--- config.mk ---
export PLATFORM = sky130hd
export DESIGN_NAME = vemtc_top
export DESIGN_NICKNAME = d
export VERILOG_FILES = /design/src/common/vemtc_pkg.sv /design/src/common/vemtc_reg_if.sv /design/src/design/vemtc_i2c_slave.sv /design/src/design/vemtc_top.sv
export SDC_FILE = /design/constraint.sdc
export NUM_CORES = 1
export LEC_CHECK = 0
export ABC_CLOCK_PERIOD_IN_PS = 4100
export BUFFER_PORTS_ARGS = -buffer_cell sky130_fd_sc_hd__buf_4
export CELL_PAD_IN_SITES_DETAIL_PLACEMENT = 1
export CELL_PAD_IN_SITES_GLOBAL_PLACEMENT = 1
export CORE_MARGIN = 1.5
export CORE_UTILIZATION = 50
export DETAILED_ROUTE_END_ITERATION = 8
export GPL_ROUTABILITY_DRIVEN = 0
export GPL_TIMING_DRIVEN = 0
export PLACE_DENSITY = 0.92
export SYNTH_ARGS = -nofsm -noshare
export SYNTH_HDL_FRONTEND = slang
export SYNTH_HIERARCHICAL = 1
export SYNTH_SLANG_ARGS = --single-unit
export TNS_END_PERCENT = 30
--- constraint.sdc ---
create_clock -name mclk -period 4.1 [get_ports mclk]
set_input_delay 0.41 -clock mclk [delete_from_list [all_inputs] [get_ports mclk]]
set_output_delay 0.41 -clock mclk [all_outputs]
set_load 0.005 [all_outputs]
--- src/common/vemtc_pkg.sv ---
// Constants, types and helpers of the mode/sync-timing control block.
// Assumes one 40 MHz mclk domain; line figures are nominal PAL/NTSC.
package vemtc_pkg;
  typedef logic [3:0] vemtc_luma_t;
  localparam logic [7:0] OUT_MODE_ADDR = 8'h04;
  localparam logic [7:0] SYNC_TIM_ADDR = 8'h07;
  localparam logic [7:0] OUT_MODE_RST  = 8'h00;
  localparam logic [7:0] SYNC_TIM_RST  = 8'h00;
  // output_and_power_mode fields
  localparam int OM_FMT_BIT   = 0;
  localparam int OM_COMP_BIT  = 1;
  localparam int OM_SYNC_BIT  = 2;
  localparam int OM_LONG_BIT  = 3;
  localparam int OM_SETUP_BIT = 4;
  localparam int OM_FILT_BIT  = 5;
  localparam int OM_SLEEP_BIT = 6;
  // sync_timing_control fields
  localparam int ST_MST_BIT   = 0;
  localparam int ST_TMODE_LSB = 1;
  localparam int ST_BLANK_BIT = 3;
  localparam int ST_LUMA_LSB  = 4;
  localparam int ST_PIX_BIT   = 6;
  localparam int ST_TCR_BIT   = 7;
  // Timing
  localparam int MCLK_MHZ       = 40;
  localparam int LUMA_STEP_NS   = 74;
  localparam int NTSC_LINE_NS   = 63556;
  localparam int PAL_LINE_NS    = 64000;
  localparam int NTSC_HBLANK_NS = 10900;
  localparam int PAL_HBLANK_NS  = 12000;
  localparam vemtc_luma_t LUMA_STEP_CYC =
    4'((LUMA_STEP_NS * MCLK_MHZ + 999) / 1000);
  localparam logic [11:0] NTSC_LINE_CYC = 12'(NTSC_LINE_NS * MCLK_MHZ / 1000);
  localparam logic [11:0] PAL_LINE_CYC  = 12'(PAL_LINE_NS * MCLK_MHZ / 1000);
  localparam logic [11:0] NTSC_HALF_CYC = 12'(NTSC_LINE_NS * MCLK_MHZ / 2000);
  localparam logic [11:0] PAL_HALF_CYC  = 12'(PAL_LINE_NS * MCLK_MHZ / 2000);
  localparam logic [11:0] NTSC_HBL_CYC  =
    12'((NTSC_HBLANK_NS * MCLK_MHZ + 999) / 1000);
  localparam logic [11:0] PAL_HBL_CYC   =
    12'((PAL_HBLANK_NS * MCLK_MHZ + 999) / 1000);
  localparam logic [9:0] NTSC_FRAME_LINES = 10'h20d;
  localparam logic [9:0] PAL_FRAME_LINES  = 10'h271;
  localparam logic [9:0] NTSC_VBL_LINES   = 10'h014;
  localparam logic [9:0] PAL_VBL_LINES    = 10'h016;
  // Vertical sync widths in half-lines
  localparam logic [3:0] NTSC_LONG_VS_HL = 4'h6;
  localparam logic [3:0] PAL_LONG_VS_HL  = 4'h5;
  localparam logic [3:0] SHORT_VS_HL     = 4'h2;
  // Serial port slave address, value arbitrary
  localparam logic [6:0] PORT_DEV_ADDR = 7'h2a;

  // Level of a pin after its three-stage chain: moves only on agreement
  function automatic logic sync_settle(input logic [2:0] s, input logic f);
    return (s[1] == s[2]) ? s[2] : f;
  endfunction
endpackage

--- src/common/vemtc_reg_if.sv ---
// Register access path between the serial port and the register bank.
// Assumes both ends on mclk; wr is a one-cycle strobe.
`timescale 1ns/1ps
interface vemtc_reg_if;
  logic [7:0] addr;
  logic [7:0] wdata;
  logic       wr;
  logic [7:0] rdata;
  modport port (output addr, output wdata, output wr, input rdata);
  modport bank (input addr, input wdata, input wr, output rdata);
endinterface

--- src/design/vemtc_i2c_slave.sv ---
// Two-wire serial register port: sub-address write, auto-increment.
// Assumes SCL/SDA asynchronous and well below mclk/8 in rate.
`timescale 1ns/1ps
module vemtc_i2c_slave (
  input  wire logic  mclk,
  input  wire logic  rst_b,
  input  wire logic  ce,
  input  wire logic  scl,
  input  wire logic  sda,
  output logic       sda_drive,
  output logic       sda_oe,
  vemtc_reg_if.port  rif
);
  import vemtc_pkg::*;

  typedef enum logic [6:0] {
    P_IDLE  = 7'h01,
    P_ADDR  = 7'h02,
    P_AACK  = 7'h04,
    P_WRITE = 7'h08,
    P_WACK  = 7'h10,
    P_READ  = 7'h20,
    P_RACK  = 7'h40
  } vemtc_pst_t;

  typedef struct packed {
    logic [2:0] scl_s;
    logic [2:0] sda_s;
    logic       scl_f;
    logic       sda_f;
    vemtc_pst_t st;
    logic [3:0] bits;
    logic [7:0] sh;
    logic       rw;
    logic       sub;
    logic       bump;
    logic       mack;
    logic [7:0] addr;
    logic [7:0] wdata;
    logic       wr;
    logic       oe;
  } vemtc_port_t;

  localparam vemtc_port_t PRST = '{scl_s: 3'h7, sda_s: 3'h7, scl_f: 1'b1,
    sda_f: 1'b1, st: P_IDLE, default: '0};

  vemtc_port_t q, d;
  logic scl_n, sda_n, rise, fall, start, stop;

  assign scl_n = sync_settle(q.scl_s, q.scl_f);
  assign sda_n = sync_settle(q.sda_s, q.sda_f);
  assign rise  = scl_n & ~q.scl_f;
  assign fall  = ~scl_n & q.scl_f;
  assign start = q.scl_f & scl_n & q.sda_f & ~sda_n;
  assign stop  = q.scl_f & scl_n & ~q.sda_f & sda_n;

  always_comb begin
    d       = q;
    d.scl_s = {q.scl_s[1:0], scl};
    d.sda_s = {q.sda_s[1:0], sda};
    d.scl_f = scl_n;
    d.sda_f = sda_n;
    d.wr    = 1'b0;
    if (start) begin
      d.st   = P_ADDR;
      d.bits = 4'h0;
      d.oe   = 1'b0;
    end else if (stop) begin
      d.st = P_IDLE;
      d.oe = 1'b0;
    end else begin
      case (q.st)
        P_ADDR, P_WRITE: begin
          if (rise) begin
            d.bits = q.bits + 4'h1;
            d.sh   = {q.sh[6:0], sda_n};
          end else if (fall && q.bits == 4'h8) begin
            d.bits = 4'h0;
            if (q.st == P_ADDR) begin
              d.st  = (q.sh[7:1] == PORT_DEV_ADDR) ? P_AACK : P_IDLE;
              d.oe  = (q.sh[7:1] == PORT_DEV_ADDR);
              d.rw  = q.sh[0];
              d.sub = 1'b1;
            end else begin
              d.st   = P_WACK;
              d.oe   = 1'b1;
              d.bump = ~q.sub;
              d.sub  = 1'b0;
              if (q.sub) begin
                d.addr = q.sh;
              end else begin
                d.wr    = 1'b1;
                d.wdata = q.sh;
              end
            end
          end
        end
        P_AACK: if (fall) begin
          d.st = q.rw ? P_READ : P_WRITE;
          d.sh = rif.rdata;
          d.oe = q.rw & ~rif.rdata[7];
        end
        P_WACK: if (fall) begin
          d.st = P_WRITE;
          d.oe = 1'b0;
          if (q.bump) d.addr = q.addr + 8'h01;
        end
        P_READ: begin
          if (rise) begin
            d.bits = q.bits + 4'h1;
          end else if (fall && q.bits == 4'h8) begin
            d.st   = P_RACK;
            d.oe   = 1'b0;
            d.bits = 4'h0;
            d.addr = q.addr + 8'h01;
          end else if (fall) begin
            d.sh = {q.sh[6:0], 1'b0};
            d.oe = ~q.sh[6];
          end
        end
        P_RACK: begin
          if (rise) d.mack = ~sda_n;
          else if (fall) begin
            d.st = q.mack ? P_READ : P_IDLE;
            d.sh = rif.rdata;
            d.oe = q.mack & ~rif.rdata[7];
          end
        end
        P_IDLE: d.oe = 1'b0;
        default: d.st = P_IDLE;
      endcase
    end
  end

  always_ff @(posedge mclk or negedge rst_b) begin
    if (!rst_b) begin
      q <= PRST;
    end else if (ce) begin
      q <= d;
    end
  end

  // Open drain: the pin is only ever pulled low
  assign sda_drive = 1'b0;
  assign sda_oe    = q.oe;
  assign rif.addr  = q.addr;
  assign rif.wdata = q.wdata;
  assign rif.wr    = q.wr;
endmodule

--- src/design/vemtc_top.sv ---
// Output/power mode and sync timing control registers with their
// serial port and a line/frame counter for master and slave sync.
// Assumes mclk 40 MHz; pal_select comes from logic on mclk.
`timescale 1ns/1ps
module vemtc_top (
  input  wire logic          mclk,
  input  wire logic          rst_b,
  input  wire logic          ce,
  input  wire logic          scl,
  input  wire logic          sda,
  output logic               sda_drive,
  output logic               sda_oe,
  input  wire logic          pal_select,
  input  wire logic          vsync_in_b,
  input  wire logic          blank_in_b,
  output logic               composite_video,
  output logic               component_ypbpr,
  output logic               sync_on_colour,
  output logic               pedestal_enable,
  output logic               blank_filter_active,
  output logic               sleep_active,
  output logic               timing_master,
  output logic [1:0]         timing_mode_field,
  output logic               blank_input_used,
  output vemtc_pkg::vemtc_luma_t luma_delay_cycles,
  output logic               pixel_port_format_bit,
  output logic               timing_counter_reset,
  output logic               vsync_out_b,
  output logic               blank_out_b
);
  import vemtc_pkg::*;

  typedef struct packed {
    logic [7:0]  mode;
    logic [7:0]  tim;
    logic        armed;
    logic        tcr;
    logic [2:0]  vs_s;
    logic        vs_f;
    logic [2:0]  bl_s;
    logic        bl_f;
    logic [11:0] cyc;
    logic [9:0]  line;
    logic        comp;
    logic        ypbpr;
    logic        synccol;
    logic        ped;
    logic        filt;
    logic        sleep;
    logic        mst;
    logic [1:0]  tmode;
    logic        bl_use;
    vemtc_luma_t luma;
    logic        pix;
    logic        vs_out_b;
    logic        blank_b;
  } vemtc_top_t;

  localparam vemtc_top_t TRST = '{mode: OUT_MODE_RST, tim: SYNC_TIM_RST,
    vs_s: 3'h7, vs_f: 1'b1, bl_s: 3'h7, bl_f: 1'b1, comp: 1'b1,
    vs_out_b: 1'b1, default: '0};

  function automatic logic wr_hit(input logic w, input logic [7:0] a,
                                  input logic [7:0] off);
    return w & (a == off);
  endfunction

  vemtc_top_t  q, d;
  vemtc_reg_if rif ();
  logic        vs_n, bl_n, vs_fall, om_wr, st_wr, tc_fire, slave_sync;
  logic        line_end, in_vs, blank_now;
  logic [11:0] line_cyc, half_cyc, hbl_cyc;
  logic [9:0]  frame_lines, vbl_lines;
  logic [3:0]  vs_len;
  logic [10:0] half_idx;

  // Port runs whatever the sleep state, so sleep never blocks access
  vemtc_i2c_slave u_port (
    .mclk      (mclk),
    .rst_b     (rst_b),
    .ce        (ce),
    .scl       (scl),
    .sda       (sda),
    .sda_drive (sda_drive),
    .sda_oe    (sda_oe),
    .rif       (rif)
  );

  assign rif.rdata = (rif.addr == OUT_MODE_ADDR) ? q.mode :
                     (rif.addr == SYNC_TIM_ADDR) ? q.tim : 8'h00;

  assign vs_n    = sync_settle(q.vs_s, q.vs_f);
  assign bl_n    = sync_settle(q.bl_s, q.bl_f);
  assign vs_fall = q.vs_f & ~vs_n;
  assign om_wr   = wr_hit(rif.wr, rif.addr, OUT_MODE_ADDR);
  assign st_wr   = wr_hit(rif.wr, rif.addr, SYNC_TIM_ADDR);
  assign tc_fire = st_wr & q.armed & ~rif.wdata[ST_TCR_BIT];
  // A slave re-phases only on the falling edge, so a held-low
  // vsync of 2.5 or 3 lines is taken once
  assign slave_sync = vs_fall & ~q.tim[ST_MST_BIT];

  assign line_cyc    = pal_select ? PAL_LINE_CYC : NTSC_LINE_CYC;
  assign half_cyc    = pal_select ? PAL_HALF_CYC : NTSC_HALF_CYC;
  assign hbl_cyc     = pal_select ? PAL_HBL_CYC : NTSC_HBL_CYC;
  assign frame_lines = pal_select ? PAL_FRAME_LINES : NTSC_FRAME_LINES;
  assign vbl_lines   = pal_select ? PAL_VBL_LINES : NTSC_VBL_LINES;
  assign vs_len = !q.mode[OM_LONG_BIT] ? SHORT_VS_HL :
                  pal_select ? PAL_LONG_VS_HL : NTSC_LONG_VS_HL;
  assign half_idx = {q.line, 1'b0} + {10'h000, q.cyc >= half_cyc};
  assign in_vs    = half_idx < {7'h00, vs_len};
  assign line_end = q.cyc >= line_cyc - 12'h001;
  // External blank only counts in slave mode with its enable set
  assign blank_now = q.cyc < hbl_cyc || q.line < vbl_lines ||
                     (q.tim[ST_BLANK_BIT] & ~q.tim[ST_MST_BIT] &
                      ~q.bl_f);

  always_comb begin
    d      = q;
    d.vs_s = {q.vs_s[1:0], vsync_in_b};
    d.bl_s = {q.bl_s[1:0], blank_in_b};
    d.vs_f = vs_n;
    d.bl_f = bl_n;
    d.tcr  = tc_fire;
    if (om_wr) d.mode = rif.wdata;
    if (st_wr) begin
      d.tim   = rif.wdata;
      d.armed = rif.wdata[ST_TCR_BIT] & (q.armed | ~q.tim[ST_TCR_BIT]);
    end
    if (tc_fire || slave_sync) begin
      d.cyc  = 12'h000;
      d.line = 10'h000;
    end else if (!q.mode[OM_SLEEP_BIT]) begin
      if (line_end) begin
        d.cyc  = 12'h000;
        d.line = (q.line >= frame_lines - 10'h001) ? 10'h000 :
                 q.line + 10'h001;
      end else begin
        d.cyc = q.cyc + 12'h001;
      end
    end
    d.comp     = ~q.mode[OM_FMT_BIT];
    d.ypbpr    = q.mode[OM_FMT_BIT] & q.mode[OM_COMP_BIT];
    d.synccol  = q.mode[OM_FMT_BIT] & q.mode[OM_SYNC_BIT];
    d.ped      = q.mode[OM_SETUP_BIT] & ~pal_select;
    d.blank_b  = ~blank_now;
    d.filt     = q.mode[OM_FILT_BIT] & blank_now;
    d.sleep    = q.mode[OM_SLEEP_BIT];
    d.mst      = q.tim[ST_MST_BIT];
    d.tmode    = q.tim[ST_TMODE_LSB+:2];
    d.bl_use   = q.tim[ST_BLANK_BIT] & ~q.tim[ST_MST_BIT];
    d.luma     = {2'b00, q.tim[ST_LUMA_LSB+:2]} * LUMA_STEP_CYC;
    d.pix      = q.tim[ST_PIX_BIT];
    d.vs_out_b = ~(q.tim[ST_MST_BIT] & ~q.mode[OM_SLEEP_BIT] & in_vs);
  end

  // Async reset clears the sleep bit too, so reset always wakes
  always_ff @(posedge mclk or negedge rst_b) begin
    if (!rst_b) begin
      q <= TRST;
    end else if (ce) begin
      q <= d;
    end
  end

  assign composite_video       = q.comp;
  assign component_ypbpr       = q.ypbpr;
  assign sync_on_colour        = q.synccol;
  assign pedestal_enable       = q.ped;
  assign blank_filter_active   = q.filt;
  assign sleep_active          = q.sleep;
  assign timing_master         = q.mst;
  assign timing_mode_field     = q.tmode;
  assign blank_input_used      = q.bl_use;
  assign luma_delay_cycles     = q.luma;
  assign pixel_port_format_bit = q.pix;
  assign timing_counter_reset  = q.tcr;
  assign vsync_out_b           = q.vs_out_b;
  assign blank_out_b           = q.blank_b;

  // Helper: length of each master vsync pulse, and whether it ran clean
  // Clean means it began at line 0 cycle 0 and no write cut into it
  logic [13:0] vs_cnt;
  logic        vs_clean;
  logic [13:0] vs_exp;
  assign vs_exp = 14'(vs_len) * 14'(half_cyc);
  always_ff @(posedge mclk or negedge rst_b) begin
    if (!rst_b) begin
      vs_cnt   <= 14'h0000;
      vs_clean <= 1'b0;
    end else if (ce) begin
      vs_cnt   <= q.vs_out_b ? 14'h0000 : vs_cnt + 14'h0001;
      vs_clean <= q.vs_out_b ? (q.cyc == 12'h000 && q.line == 10'h000) :
                  (vs_clean & ~rif.wr);
    end
  end
endmodule

# [Word level (Yosys, flattened, before mapping)]
# Cells that the tools add are included.
[totals] reg_bits=114 in_bits=8 output_inout_bits=20 wordCells=238
[op_classes] n_addsub=7 multipliers=1 magnitude_cmp=6 eq_ne=41 mux=74 bitwise_logic=46 n_reduce_logical=25
[ops] operator="two-way mux 8 bit" n=13
[ops] operator="two-way mux 7 bit" n=10
[ops] operator="two-way mux 22 bit" n=2
[ops] operator="one-hot mux 7 bit (6 select lines)" n=1
[ops] operator="two-way mux 18 bit" n=2
[ops] operator="two-way mux 11 bit" n=3
[ops] operator="two-way mux 33 bit" n=1
[ops] operator="one-hot mux 8 bit (4 select lines)" n=1
[ops] operator="two-way mux 10 bit" n=3
[ops] operator="inequality test 4 x 1 -> 1 bit, second input constant" n=7
[ops] operator="two-way mux 9 bit" n=3
[ops] operator="bitwise AND 1 bit" n=24
[ops] operator="one-hot mux 8 bit (3 select lines)" n=1
[ops] operator="NOT 1 bit" n=21
[ops] operator="AND reduction 10 bit" n=2
[ops] operator="two-way mux 1 bit" n=19
[ops] operator="inequality test 2 x 1 -> 1 bit, second input constant" n=9
[ops] operator="two-way mux 17 bit" n=1
[ops] operator="equality test 8 x 3 -> 1 bit, second input constant" n=2
[ops] operator="two-way mux 3 bit" n=5
[ops] operator="equality test 7 x 6 -> 1 bit, second input constant" n=2
[ops] operator="AND reduction 7 bit" n=2
[ops] operator="adder 12 x 1 -> 12 bit, second input constant" n=1
[ops] operator=">= comparator 12 x 11 -> 1 bit" n=1
[ops] operator="45 further kinds" n=64

# [Logic depth before layout (Yosys ltp)]
[logic_depth] word_depth=10 mapped_depth=9 ltp_nobuf=8

# [Modules after synthesis]
# The synthesis kept the hierarchy.
[modules_own_cells] mod="vemtc_top" n_inst=1 cells_each=324 area_each_um2=3572.2 seq_area_each_um2=1639.1
[modules_own_cells] mod="vemtc_i2c_slave" n_inst=1 cells_each=327 area_each_um2=3105.5 seq_area_each_um2=1237.4

# [Worst setup path after synthesis]
# No wires, ideal clock.
[synth_path] kind="input port to flip-flop" startpoint="input pal_select" endpoint="register q[26] (netlist name)" setup_time_ns=0.090 arrival_time_ns=2.258 t_required_ns=4.010 slack_ns=1.752 stages=8 n_path_buf=0 cell_sequence="inv_1 ha_1 nor4bb_1 o31a_1 o2111ai_1 nand4b_1 or4_1 o221ai_1"
[synth_via] elab_chain_cells=7 word_cells_on_any_way=12 classes_between="add/sub: 2; order compare: 2; mux: 6; reduce/logical: 2"
[synth_lines] element="from (decl)" line_no="vemtc_top.sv:13" text="input wire logic pal_select,"
[synth_lines] element="two-way mux 7 bit" line_no="vemtc_top.sv:105" text="assign frame_lines = pal_select ? PAL_FRAME_LINES : NTSC_FRAME_LINES;"
[synth_lines] element="subtractor 10 x 1 -> 10 bit" line_no="vemtc_top.sv:135" text="d.line = (q.line >= frame_lines - 10'h001) ? 10'h000 :"
[synth_lines] element=">= comparator 10 bit" line_no="vemtc_top.sv:135"
[synth_lines] element="two-way mux 10 bit" line_no="vemtc_top.sv:135"
[synth_lines] element="two-way mux 10 bit" line_no="vemtc_top.sv:133" text="if (line_end) begin"
[synth_lines] element="two-way mux 22 bit" line_no="vemtc_top.sv:132" text="end else if (!q.mode[OM_SLEEP_BIT]) begin"
[synth_lines] element="two-way mux 22 bit" line_no="vemtc_top.sv:129" text="if (tc_fire || slave_sync) begin"
[synth_lines] element="to (signal assigned)" line_no="vemtc_top.sv:159" text="q <= TRST;"
[synth_lines] element="to (signal assigned)" line_no="vemtc_top.sv:161" text="q <= d;"
[synth_lines] element="to (decl)" line_no="vemtc_top.sv:68" text="vemtc_top_t q, d;"
# Several ways; a longest one is shown, not always the timed one. The select of a mux whose other input is x is not followed.
# A chain may end at the register's enable or synchronous reset.

# [Final worst setup path]
[layout_path] startpoint="register u_port.q (netlist bit u_port/rif.addr[3])" endpoint="register u_port.q (netlist bit u_port/sda_oe)"
[layout_via] elab_chain_cells=10 word_cells_on_any_way=13 classes_between="eq/ne: 2; mux: 8; bitwise: 3"
[layout_lines] element="from (decl)" line_no="vemtc_i2c_slave.sv:47" text="vemtc_port_t q, d;"
[layout_lines] element="from (signal assigned)" line_no="vemtc_i2c_slave.sv:137" text="q <= PRST;"
[layout_lines] element="from (signal assigned)" line_no="vemtc_i2c_slave.sv:139" text="q <= d;"
[layout_lines] element="equality test 8 x 3 -> 1 bit" line_no="vemtc_top.sv:90" text="(rif.addr == SYNC_TIM_ADDR) ? q.tim : 8'h00;"
[layout_lines] element="two-way mux 8 bit" line_no="vemtc_top.sv:90"
[layout_lines] element="two-way mux 8 bit (*)" line_no="vemtc_top.sv:89" text="assign rif.rdata = (rif.addr == OUT_MODE_ADDR) ? q.mode :"
[layout_lines] element="named net rif.rdata[7]" line_no="vemtc_reg_if.sv:8" text="logic [7:0] rdata;"
[layout_lines] element="NOT 1 bit (*)" line_no="vemtc_i2c_slave.sv:101, vemtc_i2c_slave.sv:126"
[layout_lines] element="bitwise AND 1 bit" line_no="vemtc_i2c_slave.sv:126" text="d.oe = q.mack & ~rif.rdata[7];"
[layout_lines] element="two-way mux 1 bit" line_no="vemtc_i2c_slave.sv:123" text="else if (fall) begin"
[layout_lines] element="two-way mux 1 bit" line_no="vemtc_i2c_slave.sv:122" text="if (rise) d.mack = ~sda_n;"
[layout_lines] element="one-hot mux 1 bit (6 select lines) (*)" line_no="vemtc_i2c_slave.sv:72" text="case (q.st)"
[layout_lines] element="two-way mux 1 bit (*)" line_no="vemtc_i2c_slave.sv:68" text="end else if (stop) begin"
[layout_lines] element="two-way mux 1 bit (*)" line_no="vemtc_i2c_slave.sv:64" text="if (start) begin"
# Mark *: on every way through the listed nets, which the timed path passes. The rest lies on a longest branch. The select of a mux whose other input is x is not followed.

==> results.py <==
metrics = {
    "finish": {
        "final_cell_area_um2": 7690,
        "layout.cells.non_filler": 886,
        "fin_nets": 732,
        "diodes": 0,
        "layout-drive-gt1-share_pct": 25.9,
        "syn_to_final_growth_pct": 15.2,
    },
    "yosys": {
        "synth_edf_count": 0,
        "syn_inst": 651,
        "synth_top_area_cell": "dfrtp_1",
        "yosysSeqAreaShare_pct": 43.1,
        "synthTopCellsByCount": "dfrtp_1, o21ai_0, mux2_2",
        "syn_nets": 685,
        "synthFlopType": "dfrtp_1",
        "synth.area.top_cells": "dfrtp_1, dfstp_2, mux2_2",
        "syn_area_per_cell_um2": 10.3,
        "synth-async-reset-ratio_pct": 100,
        "synth_top_area_share_pct": 35.6,
        "ys_ff_latch": 114,
        "synth_cell_types": 79,
        "ys_warn_count": 6,
        "synth_area_um2": 6680,
        "synth_most_common_cell": "dfrtp_1",
    },
    "critical_path": {
        "slowest_delay_ps": 950,
        "start_kind": "flip-flop",
        "critPathCaptureType": "flip-flop",
        "cp_top_family": "simple AND/OR/NAND/NOR gates",
        "required_ps": 4400,
        "reg2reg_slack_ps": 1100,
        "path_max_fanout": 8,
        "crit_arrival_ps": 3310,
        "reg2reg_from": "u_port/rif.addr[3]",
        "crit_type": "flip-flop to flip-flop",
        "timing.rr.end": "u_port/sda_oe",
        "critical_path.cell_chain": "buf_4 -> or4b_4 -> nor3_1 -> a22o_1 -> o22ai_1 -> a21oi_1 -> or4_1 -> nand3_1",
        "cp-startpoint": "u_port/rif.addr[3]",
        "critical_path.slowest_cell": "nor3_1",
        "worstRegToRegCells": 8,
        "cp_num_buf_inv": 1,
    },
    "pwr": {
        "p_int_uw": 2470,
        "power_frac_comb_pct": 18.8,
        "power.switching_uw": 1120,
        "peakVddDrop_uv": 336,
        "p_leak_uw": 0.00346,
        "cellPowerDensity_nw_per_um2": 466,
        "seqPwrFrac_pct": 41.3,
        "clock_power_share_pct": 39.9,
        "switching_share_pct": 31.2,
    },
    "clocking": {
        "clock_latency_ps": 420,
        "cts_tree": "done",
        "htree_levels": 4,
        "cts.sink_count": 114,
        "clockBufferDepth": 2,
        "root_buffer": "clkbuf_16",
        "path_clk_slew_ps": 50,
        "post_cts_buffers": 0,
        "cts_made_buffers": 17,
    },
    "die": {
        "placement_rows": 42,
        "die_area_um2": 14100,
        "core_um2": 13100,
        "pin_count": 28,
        "die_x_um": 119,
        "die_h_um": 119,
        "start_util_pct": 50.8,
    },
    "placed_design": {
        "dp_hpwl_mm": 12.5,
        "portBuffers": 26,
        "placed_cell_area_um2": 7090,
        "dpl.cell_count": 853,
    },
    "routing": {
        "via_per_inst": 6.22,
        "first_iter_violations": 288,
        "drc": 0,
        "ant_nets": 0,
        "vias": 5511,
        "routed_wl_mm": 19.1,
        "drt-wirelength-per-cell_um": 21.6,
        "drtPass1Iterations": 4,
    },
    "timing": {
        "maxSlewViolCount": 0,
        "clock.fmax_mhz": 333,
        "finalClockSkew_ps": 9.41,
        "setup_viol": 0,
        "finalCritPeriodShare_pct": 73.2,
        "worstMarginPinSlew_ps": 1160,
        "period_needed_ps": 3000,
        "setup_tns_ps": 0,
        "slew_headroom_pct": 22.2,
        "rsz0062_at_grt": "false",
        "hold_violations": 0,
    },
    "global_routing": {
        "grt_pass1_vias": 6068,
        "grt_max_degree": 115,
        "grt_pass1_wl_mm": 31.3,
        "antenna_found_initial": 0,
        "grt_use_total_pct": 28.4,
        "gr-total-overflow": 0,
    },
    "run": {
        "maxCapViolations": 0,
    },
    "min_path": {
        "hold_end": "u_port/d[47]",
        "min_path_type": "input pin to flip-flop",
        "hold_depth": 2,
        "min_from": "scl",
    },
    "status": {
        "run_status": "complete, no violations",
    },
}
## registers in the layout, summed over array words and instances (netlist names), 2 cells and up
name and count:
u_port/q 27, u_port/rif.addr 8, u_port/rif.wdata 8, d 9, u_port/d 4, q 38
luma_delay_cycles 4, timing_mode_field 2
## worst register-to-register path, cell delays in order, from the launching register on
cell and delay (ps):
dfrtp_1 410, buf_4 140, or4b_4 570, nor3_1 950, a22o_1 310, o22ai_1 100, a21oi_1 190, or4_1 140
nand3_1 70
## metrics by stage
stage	power [µW]	hold WS [ps]	setup slack, ps	utilization [%]
finish	3580	224	1100	58.6
global route	3740	231	980	58.6
CTS	3580	216	1170	58.3
detailed placement	2120	476	1220	54.0
global placement	2060	453	1260	54.0
floorplan	1890	114	1750	-
## worst max-delay path by stage
stage,endpoint,slack [ps],cells past startpoint
floorplan,q[26],1750,8
global placement,u_port/sda_oe,1260,8
detailed placement,u_port/sda_oe,1220,8
CTS,u_port/sda_oe,1170,8
global route,u_port/sda_oe,980,8
finish,u_port/sda_oe,1100,8
## routing by layer
metal | part of all wire [%] | global-route usage, % | vias to the layer above
li1 | - | - | 2450
met1 | 40 | 32.9 | 2821
met2 | 53 | 51.1 | 186
met3 | 4.3 | 5.45 | 54
met4 | 2.7 | 12.3 | 0
met5 | 0 | 0 | -
## placed cells by master, fill, tap and decap left out, drive strengths merged, types with 3 or more instances in the layout
master and n:
o31ai 3, clkbuf 32, or2 7, ha 26
mux2 52, a2bb2oi 9, buf 66, nor2 42
inv 26, clkinv 7, or4b 3, a22o 15
nand3 17, a21oi 26, nor3b 7, nor2b 14
a211oi 3, o22ai 5, nor4 9, or4 5
and3 10, a31oi 5, mux2i 3, nand2b 7
or3 13, dfrtp 95, a21o 6, xor2 3
nor4b 4, xnor2 12, nor3 20, o21ai 56
dfstp 19, o211ai 5, nand2 30, nand3b 6
## cell families (layout without fill, tap and decap cells)
family | Yosys count | count (layout) | synth area share, %
DFF | 114 | 114 | 43.1
xor gates and xnor gates | 15 | 15 | 1.97
muxes | 55 | 55 | 9.50
buffers and inverters | 77 | 136 | 6.20
other | 1 | 1 | 0.0562
and+or+nand+nor | 202 | 202 | 18.5
AOI/OAI and AO/OA | 160 | 160 | 15.7
adders and majority gates | 27 | 27 | 5.02
## repair_timing
action                    CTS  global route
gates resized for setup     0             0
hold endpoints to repair    0            15
hold buffers                0             1
## layout make-up
cell class	instances	area, µm²
clock inverters	11	114
repair buffers	28	236
clock buffers	20	447
well taps	176	220
plain buffers	51	317
multi-input cells	460	3390
fillers	1442	5440
inverters	26	97.6
flip-flops and latches	114	2880
## power groups by stage
stage / clock (µW) / sequential [µW] / combinational [µW]
CTS: 1450 / 1470 / 663
floorplan: 0 / 1410 / 485
detailed placement: 0 / 1480 / 639
finish: 1430 / 1480 / 674
global placement: 0 / 1470 / 590
global route: 1490 / 1500 / 744
(Power assumes the default switching activity.)
